--- config.mk ---
export PLATFORM = sky130hd
export DESIGN_NAME = gbt_top
export DESIGN_NICKNAME = d
export VERILOG_FILES = /design/src/core/gbt_pkg.sv /design/src/core/gbt_ctl_if.sv /design/src/core/gbt_counter.sv /design/src/core/gbt_top.sv
export SDC_FILE = /design/constraint.sdc
export NUM_CORES = 1
export LEC_CHECK = 0
export ABC_CLOCK_PERIOD_IN_PS = 2900
export BUFFER_PORTS_ARGS = -buffer_cell sky130_fd_sc_hd__buf_2
export CORE_MARGIN = 1.5
export CORE_UTILIZATION = 55
export DETAILED_ROUTE_END_ITERATION = 7
export GPL_ROUTABILITY_DRIVEN = 0
export GPL_TIMING_DRIVEN = 0
export PLACE_DENSITY = 0.76
export REMOVE_ABC_BUFFERS = 1
export SLEW_MARGIN = 25
export SYNTH_ARGS = -nofsm -noshare
export SYNTH_HDL_FRONTEND = slang
export SYNTH_SLANG_ARGS = --single-unit
--- constraint.sdc ---
create_clock -name i_clk -period 2.9 [get_ports i_clk]
set_input_delay 0.145 -clock i_clk [delete_from_list [all_inputs] [get_ports i_clk]]
set_output_delay 0.145 -clock i_clk [all_outputs]
set_load 0.01 [all_outputs]
--- src/core/gbt_pkg.sv ---
// Constants for the group base timer: register map, field positions, resets.
// Assumes a 32-bit AXI4-Lite register bus and a 16-bit counter.
package gbt_pkg;

  localparam int          ADDR_W         = 8;
  localparam logic [7:0]  ADDR_CTRL      = 8'h00;
  localparam logic [7:0]  ADDR_IFS       = 8'h04;
  localparam logic [7:0]  ADDR_CMP       = 8'h08;
  localparam logic [7:0]  ADDR_CNT       = 8'h0c;

  localparam int          RUN_BIT        = 0;
  localparam int          MATCH_RST_BIT  = 1;
  localparam int          EXT_RST_BIT    = 2;
  localparam int          STYLE_LO_BIT   = 5;
  localparam int          STYLE_HI_BIT   = 6;
  localparam int          CNT_DOWN_BIT   = 16;

  localparam int          G0_SEL_LO_BIT  = 22;
  localparam int          G0_SEL_HI_BIT  = 23;
  localparam int          G1_SEL_LO_BIT  = 26;
  localparam int          G1_SEL_HI_BIT  = 27;

  localparam logic [31:0] CTRL_RST       = 32'h0000_0000;
  localparam logic [31:0] IFS_RST        = 32'h0000_0000;
  localparam logic [15:0] CMP_RST        = 16'h0000;
  localparam logic [15:0] CNT_RST        = 16'h0000;
  localparam logic [15:0] CNT_TOP        = 16'hffff;
  localparam logic [15:0] CNT_BOTTOM     = 16'h0000;
  localparam logic [1:0]  MATCH_LAG      = 2'h2;

  localparam logic [1:0]  RESP_OKAY      = 2'h0;
  localparam logic [1:0]  RESP_SLVERR    = 2'h2;

  // Order matches the two style bits: 00, 01, 10, 11
  typedef enum logic [1:0] {
    GBT_INC,
    GBT_UPDOWN,
    GBT_TWO_PHASE,
    GBT_FORBIDDEN
  } gbt_style_e;

endpackage

--- src/core/gbt_ctl_if.sv ---
// Carrier between the register block and the counter core.
// Assumes both ends sit on the same clock.
`timescale 1ns/1ps
interface gbt_ctl_if;
  import gbt_pkg::*;
  logic        run;
  logic        match_rst;
  logic        ext_rst;
  gbt_style_e  style;
  logic [15:0] compare;
  logic [15:0] count;
  logic        down;

  modport ctl (output run, output match_rst, output ext_rst, output style, output compare,
               input count, input down);
  modport tmr (input run, input match_rst, input ext_rst, input style, input compare,
               output count, output down);
endinterface

--- src/core/gbt_counter.sv ---
// Counter core: 16-bit base timer with increment, up/down and two-phase styles.
// Assumes phase inputs are synchronous to i_clk; at most one count per clock when running.
`timescale 1ns/1ps
module gbt_counter
  import gbt_pkg::*;
(
  input  wire logic i_clk,
  input  wire logic i_reset,
  input  wire logic i_phase_a,
  input  wire logic i_phase_b,
  gbt_ctl_if.tmr    bus
);
  import gbt_pkg::*;

  typedef struct packed {
    logic [15:0] cnt;
    logic        down;
    logic [1:0]  lag;
    logic        ph_a;
    logic        ph_b;
  } gbt_cnt_s;

  gbt_cnt_s q;
  gbt_cnt_s d;
  logic     at_match;

  assign at_match  = bus.match_rst && (q.cnt == bus.compare);
  assign bus.count = q.cnt;
  assign bus.down  = q.down;

  always_comb begin
    d      = q;
    d.ph_a = i_phase_a;
    d.ph_b = i_phase_b;
    if (bus.ext_rst) begin
      d.cnt  = CNT_RST;
      d.down = 1'b0;
      d.lag  = 2'h0;
    end else if (bus.run) begin
      case (bus.style)
        GBT_INC: begin
          d.cnt = at_match ? CNT_RST : q.cnt + 16'h1;
        end
        GBT_UPDOWN: begin
          if (q.down) begin
            d.cnt = q.cnt - 16'h1;
            d.lag = 2'h0;
            if (d.cnt == CNT_BOTTOM) begin
              d.down = 1'b0;
            end
          end else if (q.lag == 2'h1) begin
            d.cnt  = q.cnt - 16'h1;
            d.down = 1'b1;
            d.lag  = 2'h0;
          end else begin
            d.cnt = q.cnt + 16'h1;
            if (q.lag != 2'h0) begin
              d.lag = q.lag - 2'h1;
            end else if (at_match) begin
              d.lag = MATCH_LAG;
            end
            if (d.cnt == CNT_TOP) begin
              d.down = 1'b1;
            end
          end
        end
        GBT_TWO_PHASE: begin
          if ((i_phase_a ^ q.ph_a) || (i_phase_b ^ q.ph_b)) begin
            d.cnt = (i_phase_a ^ q.ph_b) ? q.cnt + 16'h1 : q.cnt - 16'h1;
          end
        end
        default: begin
          // Forbidden style: hold rather than guess a direction
          d.cnt = q.cnt;
        end
      endcase
    end
  end

  always_ff @(posedge i_clk) begin
    if (i_reset) begin
      q <= '0;
    end else begin
      q <= d;
    end
  end
endmodule

--- src/core/gbt_top.sv ---
// Group base timer: AXI4-Lite register slave, reset pin select, counter core.
// Assumes AXI4-Lite master on i_clk; external pins already synchronous.
//
// Implementation choices: register access over AXI4-Lite and the address map.
`timescale 1ns/1ps
module gbt_top
  import gbt_pkg::*;
#(
  parameter bit P_GROUP = 1'b0
) (
  input  wire logic                   i_clk,
  input  wire logic                   i_reset,
  input  wire logic [gbt_pkg::ADDR_W-1:0] i_s_axi_awaddr,
  input  wire logic                   i_s_axi_awvalid,
  output      logic                   o_s_axi_awready,
  input  wire logic [31:0]            i_s_axi_wdata,
  input  wire logic [3:0]             i_s_axi_wstrb,
  input  wire logic                   i_s_axi_wvalid,
  output      logic                   o_s_axi_wready,
  output      logic [1:0]             o_s_axi_bresp,
  output      logic                   o_s_axi_bvalid,
  input  wire logic                   i_s_axi_bready,
  input  wire logic [gbt_pkg::ADDR_W-1:0] i_s_axi_araddr,
  input  wire logic                   i_s_axi_arvalid,
  output      logic                   o_s_axi_arready,
  output      logic [31:0]            o_s_axi_rdata,
  output      logic [1:0]             o_s_axi_rresp,
  output      logic                   o_s_axi_rvalid,
  input  wire logic                   i_s_axi_rready,
  input  wire logic                   i_ext_irq_pin_a,
  input  wire logic                   i_ext_irq_pin_b,
  input  wire logic                   i_phase_a,
  input  wire logic                   i_phase_b,
  output      logic [15:0]            o_count,
  output      logic                   o_count_down
);
  import gbt_pkg::*;

  typedef struct packed {
    logic [ADDR_W-1:0] awaddr;
    logic              aw_have;
    logic [31:0]       wdata;
    logic [3:0]        wstrb;
    logic              w_have;
    logic              bvalid;
    logic [1:0]        bresp;
    logic              rvalid;
    logic [31:0]       rdata;
    logic [1:0]        rresp;
    logic [31:0]       ctrl;
    logic [31:0]       ifs;
    logic [15:0]       cmp;
  } gbt_regs_s;

  gbt_regs_s q;
  gbt_regs_s d;
  logic [1:0] pin_sel;
  logic       pin_low;

  gbt_ctl_if ctl ();

  function automatic logic [31:0] merge(input logic [31:0] old, input logic [31:0] data,
                                        input logic [3:0] strb);
    logic [31:0] r;
    r = old;
    for (int b = 0; b < 4; b++) begin
      if (strb[b]) begin
        r[b*8 +: 8] = data[b*8 +: 8];
      end
    end
    return r;
  endfunction

  // 00 picks pin a, 01 picks pin b; upper codes leave this source idle
  assign pin_sel = P_GROUP ? q.ifs[G1_SEL_HI_BIT:G1_SEL_LO_BIT]
                           : q.ifs[G0_SEL_HI_BIT:G0_SEL_LO_BIT];
  always_comb begin
    if (pin_sel == 2'h0) begin
      pin_low = !i_ext_irq_pin_a;
    end else if (pin_sel == 2'h1) begin
      pin_low = !i_ext_irq_pin_b;
    end else begin
      pin_low = 1'b0;
    end
  end

  assign ctl.ext_rst   = q.ctrl[EXT_RST_BIT] && pin_low;
  assign ctl.run       = q.ctrl[RUN_BIT];
  assign ctl.match_rst = q.ctrl[MATCH_RST_BIT];
  assign ctl.style     = gbt_style_e'(q.ctrl[STYLE_HI_BIT:STYLE_LO_BIT]);
  assign ctl.compare   = q.cmp;

  // One write in flight: both readies drop while the response waits, so no beat is lost
  assign o_s_axi_awready = !q.aw_have && !q.bvalid;
  assign o_s_axi_wready  = !q.w_have && !q.bvalid;
  assign o_s_axi_arready = !q.rvalid;
  assign o_s_axi_bvalid  = q.bvalid;
  assign o_s_axi_bresp   = q.bresp;
  assign o_s_axi_rvalid  = q.rvalid;
  assign o_s_axi_rdata   = q.rdata;
  assign o_s_axi_rresp   = q.rresp;
  assign o_count         = ctl.count;
  assign o_count_down    = ctl.down;

  always_comb begin
    d = q;
    if (q.bvalid && i_s_axi_bready) begin
      d.bvalid = 1'b0;
    end
    if (q.rvalid && i_s_axi_rready) begin
      d.rvalid = 1'b0;
    end
    if (i_s_axi_awvalid && o_s_axi_awready) begin
      d.aw_have = 1'b1;
      d.awaddr  = i_s_axi_awaddr;
    end
    if (i_s_axi_wvalid && o_s_axi_wready) begin
      d.w_have = 1'b1;
      d.wdata  = i_s_axi_wdata;
      d.wstrb  = i_s_axi_wstrb;
    end
    if (d.aw_have && d.w_have && !q.bvalid) begin
      d.aw_have = 1'b0;
      d.w_have  = 1'b0;
      d.bvalid  = 1'b1;
      d.bresp   = RESP_OKAY;
      if (d.awaddr == ADDR_CTRL) begin
        d.ctrl = merge(q.ctrl, d.wdata, d.wstrb);
      end else if (d.awaddr == ADDR_IFS) begin
        d.ifs = merge(q.ifs, d.wdata, d.wstrb);
      end else if (d.awaddr == ADDR_CMP) begin
        d.cmp = 16'(merge({16'h0, q.cmp}, d.wdata, d.wstrb));
      end else if (d.awaddr == ADDR_CNT) begin
        // Counter is read-only; the write is accepted and dropped
        d.bresp = RESP_OKAY;
      end else begin
        d.bresp = RESP_SLVERR;
      end
    end
    if (i_s_axi_arvalid && !q.rvalid) begin
      d.rvalid = 1'b1;
      d.rresp  = RESP_OKAY;
      if (i_s_axi_araddr == ADDR_CTRL) begin
        d.rdata = q.ctrl;
      end else if (i_s_axi_araddr == ADDR_IFS) begin
        d.rdata = q.ifs;
      end else if (i_s_axi_araddr == ADDR_CMP) begin
        d.rdata = {16'h0, q.cmp};
      end else if (i_s_axi_araddr == ADDR_CNT) begin
        d.rdata = {15'h0, ctl.down, ctl.count};
      end else begin
        d.rdata = 32'h0;
        d.rresp = RESP_SLVERR;
      end
    end
  end

  always_ff @(posedge i_clk) begin
    if (i_reset) begin
      q      <= '0;
      q.ctrl <= CTRL_RST;
      q.ifs  <= IFS_RST;
      q.cmp  <= CMP_RST;
    end else begin
      q <= d;
    end
  end

  gbt_counter u_counter (
    .i_clk     (i_clk),
    .i_reset   (i_reset),
    .i_phase_a (i_phase_a),
    .i_phase_b (i_phase_b),
    .bus       (ctl)
  );
endmodule

# == After elaboration in Yosys (flattened, before gate mapping) ==
# Index checks and enable logic that the tools add are counted.
# op_classes
n_addsub,3
multipliers,0
div,0
n_lt_le_gt_ge,0
eq_ne,13
n_shift,0
n_mux,30
bitwise_logic,5
n_reduce_logical,43
# op_table
op,count
$mux W32,2
$mux W16,3
$pmux W16 S3,1
$mux W19,2
$mux W37,1
$mux W35,1
$mux W17,2
$eq A8 B4 Y1 const B,4
$mux W2,10
$reduce_and A3 Y1,6
$add A16 B1 Y16 const B,1
$eq A16 B16 Y1,1
$eq A16 B16 Y1 const B,1
$eq A8 B3 Y1 const B,2
$logic_not A16 Y1,1
$logic_not A8 Y1,2
$reduce_and A4 Y1,4
$sub A16 B1 Y16 const B,1
$logic_and A1 B1 Y1,11
$reduce_and A5 Y1,2
$mux W9,1
$eq A2 B1 Y1 const B,3
$logic_not A1 Y1,6
$mux W1,6
13 further kinds,20
# word_totals
ff_bits,185
latch_bits,0
ramBits,0
romBits,0
input_bits,63
output_inout_bits,58
wordCells,119
mem_count,0

# == Depth between registers and ports, before layout ==
# Gate-level depths: netlist of run 1.
# logic_depth
ltp_word,10
depth_mapped,11
ltp_nobuf,8

# == By module ==
# From an unflattened synthesis of run 1, not the netlist that was laid out.
# unflattened
hier_cells,1044
area_unflattened_um2,9616.7
# by_module_without_submodules
module,n_inst,cells_each,area_per_inst_um2,seq_area_each_um2
gbt_top,1,718,7155.6,3243.1
gbt_counter,1,326,2461.1,420.4

# == Worst setup path before layout of run 1 ==
# Ideal clock, no wire load.
# synth_path
kind,register to register
from,reg u_counter.q (netlist bit u_counter.bus.count[0])
to,reg u_counter.q (netlist bit u_counter.bus.down)
setup_ns,0.132
arrival_time_ns,2.347
required_time_ns,2.768
setup_slack_ns,0.420
path_stages_with_launch,11
n_path_buf,2
synth_period_minus_slack_ns,2.480
path_cell_list,dfxtp_1 > clkbuf_1 > clkbuf_1 > inv_1 > ha_1 > or4b_2 > nor3_1 > xnor2_1 > nand4_1 > nor4_1 > a211oi_1
# synth_via
elab_chain_cells,5
word_cells_on_any_way,8
cone_classes,add/sub (2); eq/ne (1); mux (4); reduce/logical (1)
# synth_lines
item,line,rtl
from (decl),gbt_counter.sv:23,gbt_cnt_s q;
from (signal assigned),gbt_counter.sv:82,q <= '0;
from (signal assigned),gbt_counter.sv:84,q <= d;
$add A16 B1 Y16,gbt_counter.sv:56,d.cnt = q.cnt + 16'h1;
$eq A16 B16 Y1,gbt_counter.sv:62,if (d.cnt == CNT_TOP) begin
$mux W1,gbt_counter.sv:62,
$mux W19,gbt_counter.sv:51,end else if (q.lag == 2'h1) begin
$mux W19 *,gbt_counter.sv:45,if (q.down) begin
# Mark *: on every way between the ends. The rest lies on a longest branch, timed or not.
# A chain may end at the register's enable or synchronous reset.

# == Worst setup path after layout of run 1 ==
# layout_path
from,reg u_counter.q (netlist bit u_counter.bus.count[1])
to,reg u_counter.q (netlist bit u_counter.bus.count[14])
# layout_via
elab_chain_cells,4
word_cells_on_any_way,10
cone_classes,add/sub (2); eq/ne (1); mux (6); reduce/logical (1)
# layout_lines
item,line,rtl
$sub A16 B1 Y16 (tied with other cells),"gbt_counter.sv:46, gbt_counter.sv:52, gbt_counter.sv:69",
$mux W16 (tied with other cells),gbt_counter.sv:69,d.cnt = (i_phase_a ^ q.ph_b) ? q.cnt + 16'h1 : q.cnt - 16'h1;
$mux W16 (tied with other cells),gbt_counter.sv:68,if ((i_phase_a ^ q.ph_a) || (i_phase_b ^ q.ph_b)) begin
$pmux W16 S3 *,gbt_counter.sv:40,case (bus.style)
# Mark *: on every way between the ends. The rest lies on a longest branch, timed or not. The select of a mux whose other input is x is not followed.

==> results of run 1 <==
[report_power, final]
| part | internal, mW | switching, mW | total, mW |
|---|---|---|---|
| clock network | 1.22 | 0.973 | 2.20 |
| registers | 2.59 | 0.0644 | 2.66 |
| logic | 0.254 | 0.379 | 0.633 |
[synthesized netlist by cell type (all sizes together), types with 15 or more instances]
| library cell | count |
|---|---|
| dfxtp | 183 |
| nand3 | 19 |
| buf | 66 |
| a221oi | 19 |
| o211ai | 15 |
| o21ai | 24 |
| mux2i | 31 |
| a21oi | 72 |
| xnor2 | 29 |
| nor4 | 16 |
| a211oi | 23 |
| clkbuf | 66 |
| nor2 | 88 |
| nand4 | 17 |
| mux2 | 73 |
| nand2 | 122 |
| nor2b | 76 |
| nor3 | 24 |
[repair_timing]
action	4_1_cts	5_1_grt
hold buffers	19	0
gates resized for setup	11	6
setup buffers	0	2
hold endpoints to repair	18	0
pin swaps	0	1
setup endpoints to repair	57	76
[final timing paths]
path / from / to / depth (start not counted)
max: u_counter.bus.count[1] / u_counter.bus.count[14] / 7
min: i_s_axi_wdata[20] / q[143] / 3
max reg2reg: u_counter.bus.count[1] / u_counter.bus.count[14] / 7
min reg2reg: o_s_axi_rdata[7] / o_s_axi_rdata[7] / 2
[through the flow]
step / total power [mW] / utilization [%] / std cells
finish: 5.49 / 62.7 / 1388
global route: 5.67 / 62.7 / 1388
detailed placement: 3.31 / 58.0 / 1335
CTS: 5.49 / 62.4 / 1386
global placement: 3.27 / 56.9 / 1327
floorplan: 3.04 / - / 984
[cell families (layout without fill, tap and decap cells)]
family                   Yosys count  in the layout  synth area share (%)
buffers and inverters            146            193                  7.84
flip-flops                       183            183                  38.1
AO/OA/AOI/OAI                    214            214                  14.7
multiplexers                     104            104                  11.8
AND/OR/NAND/NOR                  417            417                  22.5
other                              1              2                0.0390
XOR/XNOR                          40             40                  3.65
adder cells (fa/ha/maj)           10             10                  1.30
[state kept, by name, indices dropped and copies added, names as in the netlist, 2 cells and up]
register / flops
ctl.compare: 16
ctl.style: 2
o_s_axi_rdata: 32
pin_sel: 2
q: 104
u_counter.bus.count: 16
u_counter.q: 4
[routing by layer]
| metal | vias up | track usage (%) | wire length, um |
|---|---|---|---|
| met3 | 59 | 5.35 | 1530 |
| met1 | 3906 | 36.1 | 10900 |
| met2 | 316 | 43.6 | 11700 |
| met4 | 0 | 10.1 | 605 |
| met5 | - | 0 | 0 |
| li1 | 3963 | - | - |
[worst min-delay path, delay by kind of cell]
kind                   cells  cell delay, ps
AOI/OAI and AO/OA          1              90
and+or+nand+nor            1              50
buffers and inverters      1             100
[cell type report]
type	count	area (um2)
clock buffer	24	472
clock inverter	8	73.8
fill	1478	6410
inverter	14	52.6
multi-input combinational	787	5290
sequential	183	3670
tap	225	282
timing repair buffer	147	926
==> results.yml, run 1 <==
grt:
  grt_first_pass_wirelength_mm: 39.2
  grt.overflow.total: 0
  track_usage_pct: 27.1
  grt_pass1_vias: 7708
  antenna_found_initial: 0
  grt_max_degree: 92
clock_network:
  max-clock-path-buffers: 2
  clkSinkCount: 183
  clkLatencyLatePin_ps: 430
  cts_root_buffer: "clkbuf_16"
  htreeDepth: 4
  cts_buffers: 17
  cts_tree: "yes"
  clkSlewWorstSetupHoldPaths_ps: 70
timing:
  min_period_ps: 2810
  worst-slew-pin-transition_ps: 857
  setup_ws_ps: 92.0
  period_share_pct: 96.8
  fin_skew_ps: 8.13
  hold_viol: 0
  hold-worst-slack_ps: 11.0
  fmax_mhz: 356
  final_max_slew_viol_count: 0
  tns_ps: 0
  setup_viol: 0
  relSlewSlack_pct: 42.8
routing:
  vias_per_cell: 5.94
  dr_total_vias: 8244
  wl_per_cell_um: 17.8
  drt-total-wl_mm: 24.8
  firstDrtPassIters: 5
  final_antenna_net_count: 0
  drc: 0
  drtIter0Drc: 751
worst_setup_path:
  crit_fanout: 18
  crit_path_start_kind: "flip-flop"
  r2r_setup_slack_ps: 90
  cp_num_buf_inv: 0
  critPathKind: "flip-flop to flip-flop"
  crit_family: "simple AND/OR/NAND/NOR gates"
  cp.arrival_ps: 3130
  worstPathCellList: "ha_2 -> nand3_1 -> nor4_1 -> mux2i_1 -> xnor2_1 -> a32oi_1 -> a21oi_1"
  cp_data_required_time_ps: 3220
  slowest_delay_ps: 710
  crit_slowest_cell: "nor4_1"
  cp-end-kind: "flip-flop"
synth:
  ys_seq_area_share_pct: 38.1
  synth.distinct_cells: 70
  yosys_warnings: 0
  synth_ff_type: "dfxtp_1"
  synth.area.top_cells: "dfxtp_1, mux2_2, nor2b_1"
  synth-async-reset-ratio_pct: 0
  ys_ff_latch: 183
  syn-instance-count: 1115
  synth_top_cell_area_share_pct: 38.1
  synth_edf_count: 0
  syn_area_um2: 9600
  yosys.area.top_type: "dfxtp_1"
  syn_avg_cell_area_um2: 8.61
pwr:
  peakVddDrop_mv: 0.451
  power.density_nw_per_um2: 509
  leakage_nw: 4.23
die:
  die-area_um2: 18300
  initial_core_util_pct: 55.9
  io_pins: 121
  fp.dieW_um: 135
  die_h_um: 135
  rows: 48
  fp.coreArea_um2: 17200
place:
  numPortBuffers: 118
  dp_slack_ps: -281
  place_hpwl_mm: 16.0
  place_area_um2: 9960
job:
  cap_violations: 0
cells_and_area:
  final_cell_mix: "dfxtp_1, nand2_1, buf_2"
  syn_to_final_growth_pct: 12.1
  final_nets: 1223
  n_antenna_cell: 0
  layout_commonest_cell: "dfxtp_1"
  final_cell_area_um2: 10800
  drive_gt1_share_pct: 23.2
run_status:
  status: "completed"
worst_hold_path:
  hp-class: "input port to flip-flop"
Power figures use the tool's default switching activity.
==> run 2, diff against run 1 <==
--- a/config.mk
+++ b/config.mk
@@ -9,10 +9,12 @@
 export BUFFER_PORTS_ARGS = -buffer_cell sky130_fd_sc_hd__buf_2
 export CORE_MARGIN = 1.5
 export CORE_UTILIZATION = 55
+export CTS_BUF_LIST = sky130_fd_sc_hd__clkbuf_8
 export DETAILED_ROUTE_END_ITERATION = 7
 export GPL_ROUTABILITY_DRIVEN = 0
 export GPL_TIMING_DRIVEN = 0
 export PLACE_DENSITY = 0.76
+export RECOVER_POWER = 100
 export REMOVE_ABC_BUFFERS = 1
 export SLEW_MARGIN = 25
 export SYNTH_ARGS = -nofsm -noshare
==> run 2 against run 1 <==
Final cell count grew 1.2%. Die area is the same. Combinational power grew 2%. Critical path depth increased by 1. Power is 11% lower. Wire length fell by 0.23%. Flip-flop and latch count stayed put. Worst hold slack hardly changed. Critical endpoint is now ctl.compare[10].
==> results.yml, run 2 (synthesis results as in run 1) <==
grt:
  busiest_layer: "met2"
  use_met3_pct: 4.56
  track_usage_pct: 26.9
  grt_pass1_vias: 7721
  grt.overflow.total: 0
  grt_first_pass_wirelength_mm: 39.2
  use_met1_pct: 36.0
  grt_max_degree: 92
  antenna_found_initial: 0
  grt_use_met2_pct: 44.2
cells_and_area:
  multiInputGateArea_um2: 5300
  nFillCells: 1516
  largest_reg_flops: 104
  drive_gt1_share_pct: 19.6
  seqCellArea_um2: 3670
  final_cell_mix: "dfxtp_1, nand2_1, nor2_1"
  syn_to_final_growth_pct: 11.3
  fin_util_pct: 62.3
  n_antenna_cell: 0
  fin_cells: 1405
  top_register: "q"
  final_nets: 1240
  layout_commonest_cell: "dfxtp_1"
pwr:
  peakVddDrop_mv: 0.372
  leakage_nw: 4.07
  power.density_nw_per_um2: 457
  finalPower_mw: 4.89
worst_setup_path:
  cp.arrival_ps: 3170
  crit_path_start_kind: "flip-flop"
  slowest_delay_ps: 450
  cp-end-kind: "flip-flop"
  cp_num_buf_inv: 2
  critPathKind: "flip-flop to flip-flop"
  worstPathCellList: "nor3b_2 -> buf_4 -> mux2i_1 -> nand4_1 -> buf_4 -> nor3b_1 -> nor2b_4 -> mux2_2"
  cp_data_required_time_ps: 3250
  crit_slowest_cell: "nor3b_1"
  crit_family: "simple AND/OR/NAND/NOR gates"
  crit_fanout: 8
  critical_path.most_common_cell: "buf_4"
clock_network:
  clkSlewWorstSetupHoldPaths_ps: 90
  cts_root_buffer: "clkbuf_8"
  clkLatencyLatePin_ps: 470
  max-clock-path-buffers: 2
  clkSinkCount: 183
  htreeDepth: 4
  cts_tree: "yes"
  cts_buffers: 17
die:
  fp.coreArea_um2: 17200
  die-area_um2: 18300
  rows: 48
  die_h_um: 135
  fp.dieW_um: 135
  initial_core_util_pct: 55.9
  io_pins: 121
routing:
  dr_total_vias: 8273
  drtIter0Drc: 757
  final_antenna_net_count: 0
  wl_per_cell_um: 17.6
  drc: 0
  drt-total-wl_mm: 24.7
  firstDrtPassIters: 5
  vias_per_cell: 5.89
timing:
  hold_viol: 0
  setup_viol: 0
  final_max_slew_viol_count: 0
  relSlewSlack_pct: 5.58
  fin_skew_ps: 15.7
  hold-worst-slack_ps: 11.0
  worst-slew-pin-transition_ps: 1420
  fmax_mhz: 355
  period_share_pct: 97.1
  tns_ps: 0
  min_period_ps: 2820
worst_hold_path:
  hp-class: "input port to flip-flop"
place:
  place_hpwl_mm: 16.0
  numPortBuffers: 118
  dp_cells: 1335
job:
  cap_violations: 0
run_status:
  status: "completed"
[run 2: cell types whose count changed in the layout (fill, tap and decap cells not counted), moves of 5 or more]
| cell | before | now |
|---|---|---|
| inv_1 | 13 | 18 |
| clkbuf_16 | 17 | 0 |
| clkbuf_8 | 2 | 19 |
| dlygate4sd3_1 | 19 | 36 |
| buf_2 | 117 | 78 |
| clkbuf_1 | 5 | 39 |
[run 2: stage by stage]
stage                     cell area [um2]  worst slack (ps)
after floorplan                      8910              -534
after global placement               9780             -1350
after detailed placement             9960              -281
after CTS                           10700              39.6
after global routing                10700             -24.2
final                               10700              83.5
[run 2: cell type report]
type                       count  area share [%]
clock buffer                  19            2.45
tap                          225            2.63
sequential                   183            34.3
multi-input combinational    787            49.5
timing repair buffer         164            9.70
inverter                      14           0.491
clock inverter                13           0.866
[run 2: power by group]
part           switching, mW  internal [mW]
combinational          0.381          0.262
sequential            0.0646           2.59
clock                  0.884          0.704
total                   1.33           3.56
[run 2: worst min-delay path, stage by stage]
cell,delay (ps)
buf_2,100
nand2_1,50
a21oi_1,100
[run 2: worst paths after layout]
path | startpoint | to | slack, ps | cells past startpoint
worst max-delay path | o_s_axi_bvalid | ctl.compare[10] | 80 | 8
worst min-delay path | i_s_axi_wdata[11] | q[134] | 10 | 3
worst max register to register | o_s_axi_bvalid | ctl.compare[10] | 80 | 8
worst min register to register | o_s_axi_rdata[7] | o_s_axi_rdata[7] | 460 | 2
[run 2: what timing repair did]
item / CTS / global route
gates resized for setup: 11 / 7
gates cloned: 0 / 0
hold buffers: 36 / 0
endpoints found under the hold margin: 35 / 0
endpoints found under the setup margin: 60 / 78
buffers inserted: 0 / 2
pin swaps: 0 / 1
[run 2: metal layers]
| metal | vias up | routed length [um] | part of all wire, % |
|---|---|---|---|
| li1 | 3988 | - | - |
| met1 | 3913 | 10900 | 44 |
| met2 | 330 | 11700 | 48 |
| met3 | 42 | 1570 | 6.3 |
| met4 | 0 | 482 | 2.0 |
| met5 | - | 0 | 0 |
